<file path="src/adc_seq_pkg.sv">
// Shared constants and types for the pipelined converter sequencer.
// Assumes one peripheral clock domain; the analog core is outside.
package adc_seq_pkg;

    // ------------------------------------------------------------------
    // Sizes
    // ------------------------------------------------------------------
    localparam int NUM_CH = 4;
    localparam int RES_W = 12;
    localparam int WORD_W = 16;
    localparam int PRESC_W = 3;
    localparam int LAT_W = 4;
    localparam int MAX_INFLIGHT = 8;

    // ------------------------------------------------------------------
    // Resolution codes
    // ------------------------------------------------------------------
    localparam logic [1:0] RES_12R = 2'h0;
    localparam logic [1:0] RES_RSVD = 2'h1;
    localparam logic [1:0] RES_8R = 2'h2;
    localparam logic [1:0] RES_12L = 2'h3;

    // Latency pieces, in conversion clock cycles
    localparam logic [LAT_W-1:0] LAT_BASE = 4'h1;
    localparam logic [LAT_W-1:0] LAT_HALF8 = 4'h4;
    localparam logic [LAT_W-1:0] LAT_HALF12 = 4'h6;
    localparam logic [LAT_W-1:0] LAT_GAIN = 4'h1;

    // ------------------------------------------------------------------
    // Per-channel interrupt and event condition
    // ------------------------------------------------------------------
    typedef enum logic [1:0] {
        COND_COMPLETE,
        COND_ABOVE,
        COND_BELOW
    } cond_t;

    typedef struct packed {
        logic gainUse;
        cond_t cond;
    } chan_cfg_t;

    // One pipeline slot
    typedef struct packed {
        logic busy;
        logic [1:0] chan;
        logic [LAT_W-1:0] left;
    } slot_t;

    // All-zero 16-bit word, the starting value of a formatted result
    localparam logic [WORD_W-1:0] ZERO_WORD = 16'h0000;

endpackage : adc_seq_pkg

</file>
<file path="src/pipelined_adc_sequencer.sv">
// Digital control of a four-channel pipelined converter.
// Assumes start bits and events are synchronous to clk, and the analog
// core returns its raw code at the end of each conversion.
//
// Notes on behaviour
// - One 12-bit threshold is shared by all four channels.
// - In compare mode a flag fires only when result is above or below threshold.
// - Software start bits or a selected event start one or several channels.
// - Conversion clock is the peripheral clock divided by a programmable prescaler.
// - A new sample can enter the pipeline on every conversion clock cycle.
// - Latency is one plus half resolution, plus one with gain stage.
// - Input is sampled in the first half of the conversion's first cycle.
// - MSB first, then 3 or 5 more cycles of two bits each.
// - Final cycle assembles result, then sets the channel completion flag.
// - Gain stage adds one cycle between start and converter sampling.
// - Second started channel samples the cycle after the first's sample and MSB.
// - A gain-stage channel delays the next channel's sample by one cycle.
// - Free-running mode re-arms all selected channels once the last channel of a sweep issues.
// - Up to 8 conversions may be in flight, finishing on successive cycles.
// - Each new completed result can raise a DMA request.
// - Each channel has its own interrupt and event settings.
// - Among pending starts the lowest-numbered channel is served first.
// - Flush aborts all conversions and restarts the conversion clock at once.
// - Flush comes from a software write or from the trigger event.
// - A software start bit clears once its conversion has begun.
// - After flush, pending starts and interrupted sweeps re-enter and complete.
// - Resolution 00 12-bit right, 10 8-bit right, 11 12-bit left, 01 reserved.
// - Signed 12-bit right mode copies the sign bit into bits 15 to 12.
`timescale 1ns/10ps

module pipelined_adc_sequencer
    import adc_seq_pkg::*;
#(
    parameter int SLOTS = MAX_INFLIGHT
) (
    input wire logic clk,
    input wire logic reset,
    input wire logic enable,
    input wire logic [NUM_CH-1:0] channelStartWrite,
    input wire logic [NUM_CH-1:0] eventIn,
    input wire logic eventFlushEnable,
    input wire logic flushWrite,
    input wire logic [PRESC_W-1:0] prescaler,
    input wire logic [1:0] resolution,
    input wire logic signedSelect,
    input wire logic continuousSweepEnable,
    input wire logic [1:0] sweepSelect,
    input wire logic [RES_W-1:0] threshold,
    input wire chan_cfg_t [NUM_CH-1:0] chanCfg,
    input wire logic [WORD_W-1:0] calibIn,
    input wire logic calibWrite,
    input wire logic [RES_W-1:0] coreResult,
    input wire logic [NUM_CH-1:0] flagClear,
    output logic [NUM_CH-1:0] channelStartBits,
    output logic adcClkEnable,
    output logic sampleStrobe,
    output logic gainSampleStrobe,
    output logic [1:0] sampleChannel,
    output logic [WORD_W-1:0] calibValue,
    output logic [NUM_CH-1:0][WORD_W-1:0] chanResult,
    output logic [NUM_CH-1:0] chanFlag,
    output logic [NUM_CH-1:0] chanEvent,
    output logic [NUM_CH-1:0] dmaRequest
);

    // ------------------------------------------------------------------
    // Helper functions
    // ------------------------------------------------------------------
    function automatic logic [LAT_W-1:0] latency(input logic [1:0] res, input logic gain);
        logic [LAT_W-1:0] half;
        half = (res == RES_8R) ? LAT_HALF8 : LAT_HALF12;
        return LAT_BASE + half + (gain ? LAT_GAIN : '0);
    endfunction : latency

    function automatic logic [1:0] lowestSet(input logic [NUM_CH-1:0] v);
        logic [1:0] idx;
        idx = 2'h0;
        for (int i = NUM_CH - 1; i >= 0; i--) begin
            if (v[i]) begin
                idx = 2'(i);
            end
        end
        return idx;
    endfunction : lowestSet

    function automatic logic [WORD_W-1:0] format(input logic [RES_W-1:0] raw,
                                                  input logic [1:0] res,
                                                  input logic sgn);
        logic [WORD_W-1:0] w;
        w = ZERO_WORD;
        case (res)
            RES_8R: w = {{8{sgn & raw[11]}}, raw[11:4]};
            RES_12L: w = {raw, 4'h0};
            default: w = {{4{sgn & raw[11]}}, raw};
        endcase
        return w;
    endfunction : format

    // ------------------------------------------------------------------
    // Conversion clock prescaler
    // ------------------------------------------------------------------
    logic [PRESC_W-1:0] divCnt_q;
    logic [NUM_CH-1:0] pending_q;
    logic [NUM_CH-1:0] startBits_q;
    logic [1:0] gainHold_q;
    slot_t [SLOTS-1:0] slot_q;
    logic [1:0] lastChan_q;

    wire logic flushNow = flushWrite | (eventFlushEnable & |eventIn);
    wire logic tick = enable & (divCnt_q == prescaler) & ~flushNow;
    wire logic flushTick = enable & flushNow;
    wire logic [NUM_CH-1:0] sweepMask = NUM_CH'((5'h2 << sweepSelect) - 5'h1);
    wire logic [NUM_CH-1:0] evStart = |eventIn ? (eventIn | sweepMask) & sweepMask : '0;
    wire logic [NUM_CH-1:0] reqAll = pending_q | startBits_q;
    wire logic haveReq = |reqAll;
    wire logic [1:0] pickChan = lowestSet(reqAll);
    wire logic pickGain = chanCfg[pickChan].gainUse;
    wire logic issueOk = (tick | flushTick) & haveReq & (gainHold_q == 2'h0);

    always_ff @(posedge clk or posedge reset) begin
        if (reset) begin
            divCnt_q <= '0;
        end else if (!enable || flushNow || divCnt_q == prescaler) begin
            divCnt_q <= '0;
        end else begin
            divCnt_q <= divCnt_q + PRESC_W'(1);
        end
    end

    // ------------------------------------------------------------------
    // Pending starts, start bits and gain hold-off
    // ------------------------------------------------------------------
    wire logic [NUM_CH-1:0] issueMask = issueOk ? NUM_CH'(1) << pickChan : '0;
    wire logic [1:0] gainHold_d = issueOk ? (pickGain ? 2'h1 : 2'h0) :
                                  ((tick | flushTick) && gainHold_q != 2'h0) ?
                                  gainHold_q - 2'h1 : gainHold_q;

    // Free-running: once the last channel of a sweep issues, the whole group
    // re-arms, so with no gain-stage channel in the sweep the pipeline takes a new sample on every tick
    wire logic [NUM_CH-1:0] sweepLeft = reqAll & ~issueMask & sweepMask;
    wire logic [NUM_CH-1:0] rerun = (continuousSweepEnable && |(issueMask & sweepMask)
                                     && sweepLeft == '0) ? sweepMask : '0;

    always_ff @(posedge clk or posedge reset) begin
        if (reset) begin
            pending_q <= '0;
            startBits_q <= '0;
            gainHold_q <= 2'h0;
        end else begin
            // Pending starts survive a flush and re-enter afterwards
            pending_q <= (pending_q & ~issueMask) | evStart | rerun;
            startBits_q <= (startBits_q & ~issueMask) | channelStartWrite;
            gainHold_q <= flushTick ? (issueOk ? gainHold_d : 2'h0) : gainHold_d;
        end
    end

    // ------------------------------------------------------------------
    // Pipeline slots
    // ------------------------------------------------------------------
    logic [$clog2(SLOTS)-1:0] freeIdx;
    always_comb begin
        freeIdx = '0;
        for (int s = SLOTS - 1; s >= 0; s--) begin
            if (!slot_q[s].busy) begin
                freeIdx = $clog2(SLOTS)'(s);
            end
        end
    end

    // Conversions in flight, for the occupancy check
    logic [$clog2(SLOTS):0] busyCount;
    always_comb begin
        busyCount = '0;
        for (int s = 0; s < SLOTS; s++) begin
            busyCount = busyCount + ($clog2(SLOTS) + 1)'(slot_q[s].busy);
        end
    end

    logic [NUM_CH-1:0] doneMask;
    logic [NUM_CH-1:0][RES_W-1:0] doneRaw;
    always_comb begin
        doneMask = '0;
        doneRaw = '0;
        for (int s = 0; s < SLOTS; s++) begin
            if (tick && slot_q[s].busy && slot_q[s].left == LAT_BASE) begin
                doneMask[slot_q[s].chan] = 1'b1;
                doneRaw[slot_q[s].chan] = coreResult;
            end
        end
    end

    always_ff @(posedge clk or posedge reset) begin
        if (reset) begin
            slot_q <= '0;
            lastChan_q <= 2'h0;
        end else begin
            for (int s = 0; s < SLOTS; s++) begin
                if (flushTick) begin
                    slot_q[s] <= '0;
                end else if (tick && slot_q[s].busy) begin
                    slot_q[s].left <= slot_q[s].left - LAT_BASE;
                    if (slot_q[s].left == LAT_BASE) begin
                        slot_q[s].busy <= 1'b0;
                    end
                end
            end
            if (issueOk) begin
                slot_q[freeIdx] <= '{busy: 1'b1, chan: pickChan,
                                     left: latency(resolution, pickGain)};
                lastChan_q <= pickChan;
            end
        end
    end

    // ------------------------------------------------------------------
    // Results, flags, events and DMA
    // ------------------------------------------------------------------
    logic [NUM_CH-1:0] hit;
    always_comb begin
        for (int c = 0; c < NUM_CH; c++) begin
            case (chanCfg[c].cond)
                COND_ABOVE: hit[c] = doneMask[c] && doneRaw[c] > threshold;
                COND_BELOW: hit[c] = doneMask[c] && doneRaw[c] < threshold;
                default: hit[c] = doneMask[c];
            endcase
        end
    end

    always_ff @(posedge clk or posedge reset) begin
        if (reset) begin
            chanResult <= '0;
            chanFlag <= '0;
            chanEvent <= '0;
            dmaRequest <= '0;
            calibValue <= '0;
            sampleStrobe <= 1'b0;
            gainSampleStrobe <= 1'b0;
            sampleChannel <= 2'h0;
        end else begin
            for (int c = 0; c < NUM_CH; c++) begin
                if (doneMask[c]) begin
                    chanResult[c] <= format(doneRaw[c], resolution, signedSelect);
                end
            end
            chanFlag <= (chanFlag & ~flagClear) | hit; // set wins over clear
            chanEvent <= hit;
            dmaRequest <= doneMask;
            if (calibWrite) begin
                calibValue <= calibIn;
            end
            // Gain channels pulse only gainSampleStrobe; sampleStrobe is raised for non-gain channels only
            sampleStrobe <= issueOk & ~pickGain;
            gainSampleStrobe <= issueOk & pickGain;
            sampleChannel <= issueOk ? pickChan : sampleChannel;
        end
    end

    assign channelStartBits = startBits_q;
    assign adcClkEnable = tick | flushTick;

    // ------------------------------------------------------------------
    // Checks
    // ------------------------------------------------------------------
    AST_PRIORITY: assert property (@(posedge clk) disable iff (reset)
        issueOk |-> ((reqAll & ((NUM_CH'(1) << pickChan) - NUM_CH'(1))) == '0))
        else $error("lower channel skipped");
    AST_START_CLEAR: assert property (@(posedge clk) disable iff (reset)
        (issueOk && !channelStartWrite[pickChan]) |=> !startBits_q[$past(pickChan)])
        else $error("start bit not cleared");
    AST_FLUSH: assert property (@(posedge clk) disable iff (reset)
        (flushTick && !issueOk) |=> (slot_q == '0) && divCnt_q == '0)
        else $error("flush left state");
    AST_FLAG_SET: assert property (@(posedge clk) disable iff (reset)
        (hit != '0) |=> ((chanFlag & $past(hit)) == $past(hit)))
        else $error("flag not set");
    AST_DMA: assert property (@(posedge clk) disable iff (reset)
        dmaRequest[0] |-> $past(doneMask[0]))
        else $error("dma without completion");
    AST_ABOVE: assert property (@(posedge clk) disable iff (reset)
        (doneMask[0] && chanCfg[0].cond == COND_ABOVE && doneRaw[0] <= threshold)
        |-> !hit[0]) else $error("compare leak");
    AST_GAIN_GAP: assert property (@(posedge clk) disable iff (reset)
        (issueOk && pickGain && !flushNow) |=> !issueOk)
        else $error("gain gap missing");
    AST_SIGN: assert property (@(posedge clk) disable iff (reset)
        (doneMask[0] && resolution == RES_12R && signedSelect)
        |=> chanResult[0][15:12] == {4{chanResult[0][11]}})
        else $error("sign not extended");
    AST_INFLIGHT: assert property (@(posedge clk) disable iff (reset)
        issueOk |-> !slot_q[freeIdx].busy || flushTick)
        else $error("pipeline overfull");
    AST_OCCUPANCY: assert property (@(posedge clk) disable iff (reset)
        (issueOk && !flushTick) |-> busyCount < SLOTS)
        else $error("no free slot at issue");
    AST_BELOW: assert property (@(posedge clk) disable iff (reset)
        (doneMask[0] && chanCfg[0].cond == COND_BELOW && doneRaw[0] >= threshold)
        |-> !hit[0]) else $error("compare leak below");
    AST_EVENT: assert property (@(posedge clk) disable iff (reset)
        chanEvent[0] |-> $past(doneMask[0]))
        else $error("event without completion");
    AST_DMA_ALL: assert property (@(posedge clk) disable iff (reset)
        dmaRequest == $past(doneMask))
        else $error("dma request mismatch");
    AST_RESULT_HOLD: assert property (@(posedge clk) disable iff (reset)
        !doneMask[0] |=> $stable(chanResult[0]))
        else $error("result changed without completion");
    AST_FLAG_HOLD: assert property (@(posedge clk) disable iff (reset)
        (chanFlag[0] && !flagClear[0]) |=> chanFlag[0])
        else $error("flag dropped");
    AST_CALIB: assert property (@(posedge clk) disable iff (reset)
        calibWrite |=> calibValue == $past(calibIn))
        else $error("calibration not stored");

    // ------------------------------------------------------------------
    // Checks on starts and sampling
    // ------------------------------------------------------------------
    AST_NO_RUN: assert property (@(posedge clk) disable iff (reset)
        !enable |-> !adcClkEnable)
        else $error("tick while disabled");
    AST_START_SET: assert property (@(posedge clk) disable iff (reset)
        channelStartWrite[0] |=> startBits_q[0])
        else $error("start bit not set");
    AST_SAMPLE: assert property (@(posedge clk) disable iff (reset)
        (issueOk && !pickGain) |=> sampleStrobe && sampleChannel == $past(pickChan))
        else $error("sample strobe missing");
    AST_GAIN_SAMPLE: assert property (@(posedge clk) disable iff (reset)
        (issueOk && pickGain) |=> gainSampleStrobe && !sampleStrobe)
        else $error("gain sample strobe missing");
    AST_REARM: assert property (@(posedge clk) disable iff (reset)
        (|rerun) |=> (pending_q & $past(sweepMask)) == $past(sweepMask))
        else $error("sweep not re-armed");

    COV_SINGLE: cover property (@(posedge clk) disable iff (reset) issueOk ##[1:20] doneMask[0]);
    COV_TWO: cover property (@(posedge clk) disable iff (reset) channelStartWrite == 4'h3);
    COV_FLUSH: cover property (@(posedge clk) disable iff (reset) flushTick && |pending_q);
    COV_FREE: cover property (@(posedge clk) disable iff (reset) |rerun);
    COV_GAIN: cover property (@(posedge clk) disable iff (reset) gainSampleStrobe);

endmodule : pipelined_adc_sequencer

</file>
<file path="config.mk">
export PLATFORM = sky130hd
export DESIGN_NAME = pipelined_adc_sequencer
export DESIGN_NICKNAME = d
export VERILOG_FILES = /design/src/adc_seq_pkg.sv /design/src/pipelined_adc_sequencer.sv
export SDC_FILE = /design/constraint.sdc
export NUM_CORES = 1
export LEC_CHECK = 0
export BUFFER_PORTS_ARGS = -buffer_cell sky130_fd_sc_hd__clkbuf_2
export CAP_MARGIN = 20
export CORE_ASPECT_RATIO = 1.4
export CORE_MARGIN = 10
export CORE_UTILIZATION = 56
export DETAILED_ROUTE_END_ITERATION = 10
export GPL_ROUTABILITY_DRIVEN = 1
export PLACE_DENSITY = 0.87
export SYNTH_ARGS = -nofsm -noshare
export SYNTH_HDL_FRONTEND = slang
export SYNTH_SLANG_ARGS = --single-unit
</file>
<file path="constraint.sdc">
create_clock -name clk -period 7.5 [get_ports clk]
set_clock_uncertainty 0.05 [all_clocks]
set_input_delay 1.875 -clock clk [delete_from_list [all_inputs] [get_ports clk]]
set_output_delay 1.875 -clock clk [all_outputs]
set_load 0.01 [all_outputs]
</file>
* After elaboration in Yosys (flattened, before gate mapping)
Index checks and enable logic that the tools add are counted.
W data, S select, Z words.
** Cells by class
- Order comparisons :: 27
- Bitwise gates (word level) :: 39
- Eq/ne operators :: 19
- Reductions and logical operators :: 45
- $add $sub $neg :: 13
- Shift operators :: 2
- Muxes and demuxes :: 140
** Operators with widths (count)
- $mux W48 :: 8
- $bwmux W48 :: 7
- $demux W12 S2 :: 8
- $pmux W16 S2 :: 4
- $mux W4 :: 27
- $mux W12 :: 8
- $bwmux W56 :: 1
- $mux W56 :: 1
- $or A4 B4 Y4 :: 13
- $and A48 B48 Y48 :: 1
- $gt A12 B12 Y1 :: 4
- $lt A12 B12 Y1 :: 4
- $logic_and A1 B1 Y1 :: 36
- $sub A4 B1 Y4 const B :: 9
- $mux W1 :: 34
- $mux W2 :: 17
- $eq A4 B1 Y1 const B :: 8
- $mux W3 :: 10
- $and A4 B4 Y4 :: 7
- $lt A2 B3 Y1 const B :: 9
- $demux W7 S3 :: 1
- $demux W1 S2 :: 8
- $ge A2 B1 Y1 const B :: 8
- $and A1 B1 Y1 :: 12
- 23 further kinds :: 40
** Word-level totals
- Register bits :: 165
- Word-level logic and storage cells :: 324

* Longest topological paths before layout
Gate-level depths: netlist of the first run.
- Depth in word-level cells :: 26
- Depth in mapped cells :: 18

* Worst setup path before layout of the first run
No wires, ideal clock.
- Path type :: input to output
- From :: input eventIn[0]
- To :: output adcClkEnable
- Stages :: 5
- Arrival :: 3.240 ns
- Required time :: 5.575 ns
- Setup slack :: 2.335 ns
- Buffers on the path :: 2
- Path through :: o41a_1 o21ai_0 clkbuf_1 clkbuf_1 nand2_1
** On the way
- Cells in the longest elaborated chain, start to end :: 6
- Elaborated cells between the ends (all ways) :: 7
- Those cells by class :: 6 x bitwise; 1 x reduce/logical
** RTL lines
- from (decl) :: RTL line pipelined_adc_sequencer.sv:40 : input wire logic [NUM_CH-1:0] eventIn,
- $reduce_or A4 Y1 * :: RTL line pipelined_adc_sequencer.sv:109 : wire logic flushNow = flushWrite | (eventFlushEnable & |eventIn);
- $and A1 B1 Y1 * :: RTL line pipelined_adc_sequencer.sv:109
- $or A1 B1 Y1 * :: RTL line pipelined_adc_sequencer.sv:109
- $not A1 Y1 :: RTL line pipelined_adc_sequencer.sv:110 : wire logic tick = enable & (divCnt_q == prescaler) & ~flushNow;
- $and A1 B1 Y1 :: RTL line pipelined_adc_sequencer.sv:110
- $or A1 B1 Y1 * :: RTL line pipelined_adc_sequencer.sv:259 : assign adcClkEnable = tick | flushTick;
- to (decl) :: RTL line pipelined_adc_sequencer.sv:55 : output logic adcClkEnable,
Every way passes the cells marked *; elsewhere a longest branch is shown, timed or not.

* Worst setup path after layout of the first run
- From :: input eventIn[0]
- To :: register chanFlag[1]
** On the way
- Cells in the longest elaborated chain, start to end :: 26
- Elaborated cells between the ends (all ways) :: 57
- Those cells by class :: 2 x order compare; 24 x mux; 12 x bitwise; 19 x reduce/logical
** RTL lines
- $reduce_or A4 Y1 * :: RTL line pipelined_adc_sequencer.sv:109
- $and A1 B1 Y1 * :: RTL line pipelined_adc_sequencer.sv:109
- $or A1 B1 Y1 * :: RTL line pipelined_adc_sequencer.sv:109
- $not A1 Y1 * :: RTL line pipelined_adc_sequencer.sv:110
- $and A1 B1 Y1 * :: RTL line pipelined_adc_sequencer.sv:110
- $logic_and A1 B1 Y1 (2 in series) :: RTL line pipelined_adc_sequencer.sv:185 : if (tick && slot_q[s].busy && slot_q[s].left == LAT_BASE) begin
- $mux W48 :: RTL line pipelined_adc_sequencer.sv:185
- $bwmux W48 :: RTL line pipelined_adc_sequencer.sv:187 : doneRaw[slot_q[s].chan] = coreResult;
- (+9 left out)
- $bwmux W48 :: RTL line pipelined_adc_sequencer.sv:187
- $mux W48 :: RTL line pipelined_adc_sequencer.sv:185
- $bwmux W48 :: RTL line pipelined_adc_sequencer.sv:187
- $mux W48 :: RTL line pipelined_adc_sequencer.sv:185
- $lt A12 B12 Y1 / $gt A12 B12 Y1 (equally long branches) :: RTL line pipelined_adc_sequencer.sv:223, pipelined_adc_sequencer.sv:222
- $logic_and A1 B1 Y1, on equally long branches :: RTL line pipelined_adc_sequencer.sv:223, pipelined_adc_sequencer.sv:222
- $pmux W1 S2 * :: RTL line pipelined_adc_sequencer.sv:221 : case (chanCfg[c].cond)
- $or A4 B4 Y4 * :: RTL line pipelined_adc_sequencer.sv:245 : chanFlag <= (chanFlag & ~flagClear) | hit;
- to (signal assigned) :: RTL line pipelined_adc_sequencer.sv:245
- to (decl) :: RTL line pipelined_adc_sequencer.sv:61 : output logic [NUM_CH-1:0] chanFlag,
Marks and branches as above.
A chain may end at the register's enable or synchronous reset.

==> metrics.txt, run 1 <==
outcome completed; ys flop type dfrtp_1; root buffer cell clkbuf_16; Die ar. ~23000 um2; Final min period approximately 5.8 ns; Power per Cell Area 194 nW/um2; row cnt 56; Post-synth EDFFs 0; H-tree depth 4; GR Util met3 0.0484; worst endpoint required time ~7.8 ns; cts bufs inserted 17; GR peak layer met2; WP data arrival ~6 ns; TritonCTS Sinks around 170; post-CTS setup buffer count 0; worst-path cell chain clkbuf_2, o41a_1, nor4_4, buf_4, and2_1, o21ai_0, and4_1, clkinv_4, and2_1, ha_1, a21oi_1, nand2_1, a221oi_1, a221oi_1, a311oi_1, o22ai_1; fmax between 0.15 and 0.2 GHz; Max VDD drop 123 uV; chip height 174 um; Buffers on Ports roughly 180; design area 11200 um2; Setup crit end kind flip-flop; top cell type by total area after synthesis dfrtp_1; pin count of the biggest net entering global routing 101; asr flop ratio synth 1.00; crit path max-delay cell type and2_1; syn nets 1080; final setup vio count 0; met2 Use GR 0.407; Reg clk slew, reported paths 0.07 ns; Rel. slew slack 0.318; final cycle utilization of the critical path 0.768; Mapped Cells between 900 and 1000; Warnings, synthesis 0; met1 Track Usage GR 0.250; WL final between 20000 and 30000 um; Area Overhead vs Synth 17.0%; DP HPWL 19300 um; vias per inst ~6.1; Crit Path Category primary input to flip-flop; setup tns final 0 ns; DRC 0; clk buf depth 2; cts repair resizes 0; wire length per cell between 20 and 25 um; distinct cell type count after synthesis 72; first-pass GRT wire length roughly 42000 um; Die Span X about 130 um; placed insts 1279; most frequent cells in the layout 179 x clkbuf_2, 165 x dfrtp_1, 71 x ha_1; final hold violations 0; 1st-iter DRT viols about 830; pins over their slew limit 0; FILL cells between 1000 and 1500; synthesized area roughly 9500 um2; IO Pins between 150 and 200; most common cell after layout, fill and taps aside clkbuf_2; startpoint types primary input; CTS tree yes; worst slew pin tran just over 1 ns; total power 2160 uW; top cells by area, synth dfrtp_1 43%, ha_1 9.3%, mux2_2 6.7%; post-route core utilization 0.666; layout cells sized above 1 0.279; nets 1245; register bit total from synthesis 165; core area 16700 um2; HP Class flip-flop to flip-flop; P_leak approximately 0.0055 uW; Tot GR Track Use 0.230; syn avg cell area roughly 10 um2; Diodes inserted 0; clock latency on the worst-skew pair between 0.4 and 0.5 ns; RSZ-0062 raised after global routing no; Initial Util 0.569; vias in the first global route approximately 8200; Routed Antenna Nets 0; routability cong. about 0.9; CP max FO 26; Finished Layout Cells about 1300; Yosys top cell area share 0.433; sequential share of the synthesized area 0.433; CP max stage delay 0.65 ns; remaining global-route overflow 0; Vias approximately 8000; CTS Hold Bufs 0; dpl cell area 10500 um2; Max-Cap Viols 0; initial antenna violation count 0; Pre-antenna DRT Iters 5
[kinds of logic after synthesis]
family          share of synthesized area
flops                               0.433
buf+inv                            0.0489
compound gates                      0.117
fa+ha+maj                          0.0932
xor+xnor                           0.0257
mux                                 0.109
simple gates                        0.174
[synth_stat cells (4+ instances only)]
master       n
dfrtp_1    165
ha_1        71
nand2_1     65
inv_1       61
mux2_2      57
nand3_1     57
o21ai_0     52
nor2_1      50
a21oi_1     35
and2_1      24
clkbuf_1    24
nor2b_1     20
xnor2_1     20
nand4_1     17
mux2_4      15
o22ai_1     14
nor3_1      11
mux2_1      10
xor2_1       8
a31o_2       7
and3_1       7
buf_6        7
nand2b_1     7
o31ai_1      7
a31oi_1      6
buf_2        6
mux2i_1      6
nor4_1       6
nor4bb_1     6
or3_1        6
a221oi_1     5
o211ai_1     5
a211oi_1     4
and4_1       4
nand3b_1     4
o2bb2ai_1    4
[report_power, final]
part,switching (uW),leakage (uW),internal [uW]
Sequential,44.9,0.00222,931
Combinational,178,0.00302,109
Clock,421,0.000301,480
Total,644,0.00554,1520
[flip-flops by register name, summed over array words and instances, names as in the netlist]
register and flops:
chanResult 64, slot_q 56, calibValue 16, chanEvent 4, chanFlag 4, channelStartBits 4
dmaRequest 4, pending_q 4, divCnt_q 3, gainHold_q 2, sampleChannel 2, gainSampleStrobe 1
sampleStrobe 1
[stage by stage]
step | hold WS, ns | setup WS, ns
global placement | 0.413 | 1.66
finish | 0.427 | 1.74
floorplan | 0.399 | 1.11
global route | 0.459 | 1.45
detailed placement | 0.421 | 1.44
CTS | 0.431 | 1.89
[cell type report]
cell class,instances,area (um2),share of cell area
multi-input combinational,662,4960,0.445
sequential,165,4130,0.370
timing repair buffer,187,956,0.0857
clock buffer,17,425,0.0381
tap,203,254,0.0228
inverter,62,243,0.0218
clock inverter,15,189,0.0169
[path summary, 6_finish.rpt]
kind,start,to,slack (ns),cells after the start
setup / recovery,eventIn[0],chanFlag[1],1.74,16
hold / removal,divCnt_q[0],divCnt_q[0],0.43,1
setup reg to reg,divCnt_q[0],chanFlag[1],3.03,15
hold reg to reg,divCnt_q[0],divCnt_q[0],0.43,1
max in group asynchronous,reset,slot_q[38],4.43,3
min in group asynchronous,reset,sampleStrobe,1.60,2
[layer usage]
| layer | vias to the layer above | routed length [um] |
|---|---|---|
| met5 | - | 0 |
| met4 | 0 | 1230 |
| met3 | 96 | 1750 |
| met2 | 345 | 13700 |
| met1 | 3890 | 9760 |
| li1 | 3686 | - |
[critical path: cells and delay by family]
kind | cells | cell delay [ns]
compound gates | 7 | 1.86
buf+inv | 3 | 0.64
simple gates | 5 | 1.38
fa+ha+maj | 1 | 0.25
Note: power is estimated with default switching activity, not from simulation.
==> run 2, diff against run 1 <==
--- a/config.mk
+++ b/config.mk
@@ -5,6 +5,7 @@
 export SDC_FILE = /design/constraint.sdc
 export NUM_CORES = 1
 export LEC_CHECK = 0
+export ABC_AREA = 1
 export BUFFER_PORTS_ARGS = -buffer_cell sky130_fd_sc_hd__clkbuf_2
 export CAP_MARGIN = 20
 export CORE_ASPECT_RATIO = 1.4
==> constraint.sdc (replaced) <==
create_clock -name clk -period 5.3 [get_ports clk]
set_clock_uncertainty 0.05 [all_clocks]
set_input_delay 1.325 -clock clk [delete_from_list [all_inputs] [get_ports clk]]
set_output_delay 1.325 -clock clk [all_outputs]
set_load 0.01 [all_outputs]
==> metrics.txt, run 2 <==
outcome completed; Rel. slew slack 0.403 (+0.0859); Seq pwr share 0.444 (-0.007); Die ar. 22800 um2 (+0.47%); register bit total from synthesis 165 (unchanged); Die Span X 131 um (+0.23%); RSZ-0062 raised after global routing no; final cycle utilization of the critical path 0.828; Routed Antenna Nets 0 (unchanged); remaining global-route overflow 0 (unchanged); vias per inst 5.73 (-6.4%); setup tns final 0 ns (unchanged); chip height 175 um (+0.24%); CP max stage delay 0.28 ns (-0.37 ns); layout cells sized above 1 0.196 (-0.0826); Diodes inserted 0 (unchanged); Largest Register chanResult; top cell type by total area after synthesis dfrtp_1; worst slew pin tran 0.895 ns (-0.127 ns); clk buf depth 2 (unchanged); distinct cell type count after synthesis 45 (-38%); vias in the first global route 8992 (+9.5%); Yosys top cell area share 0.431 (-0.00232); TritonCTS Sinks 165 (unchanged); startpoint types primary input; P_leak 0.00617 uW (+11%); fmax around 0.23 GHz; biggest regs chanResult (64), slot_q (56), calibValue (16); post-CTS setup buffer count 0 (unchanged); Post-synth EDFFs 0 (unchanged); syn nets 1316 (+22%); Initial Util 0.570 (+0.000678); most common cell after layout, fill and taps aside nand2_1; wire length per cell 18.3 um (-9.3%); Register Area 4130 um2 (unchanged); CTS tree yes; Mapped Cells 1166 (+25%); final setup vio count 0 (unchanged); Int Power 2190 uW (+44%); Setup crit end kind flip-flop; Tot GR Track Use 0.254 (+0.0237); total power 3170 uW (+47%); Power per Cell Area 282 nW/um2 (+45%); core area 16800 um2 (+0.42%); pins over their slew limit 0 (unchanged); worst endpoint required time 5.57 ns (-2.19 ns); Worst Setup Slack, final 0.911 ns (-0.830 ns); top cells by area, synth dfrtp_1 43%, ha_1 9.3%, nand2_1 8.0%; ys flop type dfrtp_1; Max VDD drop 205 uV (+67%); cts repair resizes 0 (unchanged); cts bufs inserted 17 (unchanged); WL final 28600 um (+8.1%); nets 1497 (+20%); pin count of the biggest net entering global routing 166 (+64%); reg2reg start divCnt_q[0]; Warnings, synthesis 0 (unchanged); FILL cells 1393 (+14%); final hold violations 0 (unchanged); root buffer cell clkbuf_16; Clk network pwr share 0.395 (-0.021); Reg clk slew, reported paths 0.08 ns (about the same); first-pass GRT wire length 45800 um (+9.0%); Post-synth top cells 205 x nand2_1, 170 x inv_1, 165 x dfrtp_1; row cnt 56 (unchanged); WP data arrival 4.65 ns (-1.37 ns); DRC 0 (unchanged); Psw 982 uW (+52%); IO Pins 180 (unchanged); Final min period around 4.4 ns; most frequent cells in the layout 205 x nand2_1, 179 x clkbuf_2, 169 x inv_1; Pre-antenna DRT Iters 5 (unchanged); DP HPWL 21100 um (+9.5%); synthesized area 9590 um2 (+0.54%); Largest register FFs 64 (unchanged); Crit. Startpoint eventIn[1]; Max-Cap Viols 0 (unchanged); most frequent cell after synthesis nand2_1; Crit Path Category primary input to flip-flop; Switching Share 0.310 (+0.0119); Area Overhead vs Synth 17.5%; clock latency on the worst-skew pair 0.44 ns (about the same); H-tree depth 4 (unchanged); RR Endpoint chanFlag[3]; r2r setup slk 1.52 ns (-1.51 ns); Vias 8950 (+12%); CTS Hold Bufs 0 (unchanged); HP Class flip-flop to flip-flop; CP most frequent cell nand2_1; sequential share of the synthesized area 0.431 (-0.00232); Comb power frac 0.162 (+0.029); routability cong. 1.01 (+12%); crit path max-delay cell type ha_1; 1st-iter DRT viols 819 (-1.6%); worst r2r path cells 18 (+3); Multi-input gate area 4640 um2 (-6.4%); Buffers on Ports 179 (unchanged); worst-path cell chain clkbuf_2, nor2_1, nand2_2, nand2_1, nand3_4, nor2_4, buf_4, nand4_1, nand2_1, inv_1, nand2_1, nor2_1, nand2_4, inv_2, nor2_1, ha_1, a21oi_1, o21ai_0, nand2_1, nand2_1, nor2_1, a211oi_1, a211oi_1, o21ai_0; syn avg cell area 8.22 um2 (-20%); Setup WS pre-CTS 0.563 ns (-0.872 ns); asr flop ratio synth 1.00 (unchanged); critical path endpoint chanFlag[3]; CP max FO 28 (+7.7%); launch point of the worst hold path sampleChannel[1]; initial antenna violation count 0 (unchanged)
==> run 2: layout make-up <==
class	instances	area share
multi-input cells	798	0.412
flip-flops and latches	165	0.367
repair buffers	188	0.0873
inverters	177	0.0593
clock buffers	18	0.0381
well taps	203	0.0225
clock inverters	14	0.0140
==> run 2: critical path, delay by kind of cell <==
| kind | cells | cell delay, ns |
|---|---|---|
| buffers and inverters | 4 | 0.55 |
| and+or+nand+nor | 14 | 1.76 |
| AOI/OAI and AO/OA | 5 | 0.73 |
| adders and majority gates | 1 | 0.28 |
==> run 2: cell families after synthesis <==
group / synth area share
AND/OR/NAND/NOR: 0.234
buffers and inverters: 0.0851
AO/OA/AOI/OAI: 0.116
flip-flops: 0.431
adder cells (fa/ha/maj): 0.0927
XOR/XNOR: 0.0218
multiplexers: 0.0198
==> run 2: how the worst min path moves through the flow <==
stage                             to  slack (ns)  depth (start not counted)
finish              sampleChannel[1]        0.43                          2
global route        sampleChannel[1]        0.45                          2
global placement       chanResult[0]        0.41                          2
floorplan               pending_q[0]        0.41                          2
detailed placement  sampleChannel[1]        0.42                          2
CTS                 sampleChannel[1]        0.44                          2
==> run 2: power by group through the flow <==
stage / clock network [uW] / registers, uW / logic, uW
global placement: 0 / 1430 / 490
floorplan: 0 / 1430 / 309
detailed placement: 0 / 1430 / 508
finish: 1250 / 1410 / 513
CTS: 1250 / 1410 / 511
global route: 1320 / 1420 / 567
==> run 2: through the flow <==
step | area (um2) | util | hold WS [ns] | cells
3_5_place_dp | 10700 | 0.634 | 0.417 | 1530
2_1_floorplan | 9590 | - | 0.414 | 1166
3_3_place_gp | 10700 | 0.634 | 0.414 | 1530
4_1_cts | 11200 | 0.669 | 0.435 | 1562
6_report | 11300 | 0.670 | 0.432 | 1563
5_1_grt | 11300 | 0.670 | 0.453 | 1563
==> run 2: metal layers <==
layer	vias up	wire, um	global-route usage
li1	4252	-	-
met1	4202	10300	0.283
met2	384	14800	0.438
met3	112	1880	0.0433
met4	0	1580	0.151
met5	-	0	0
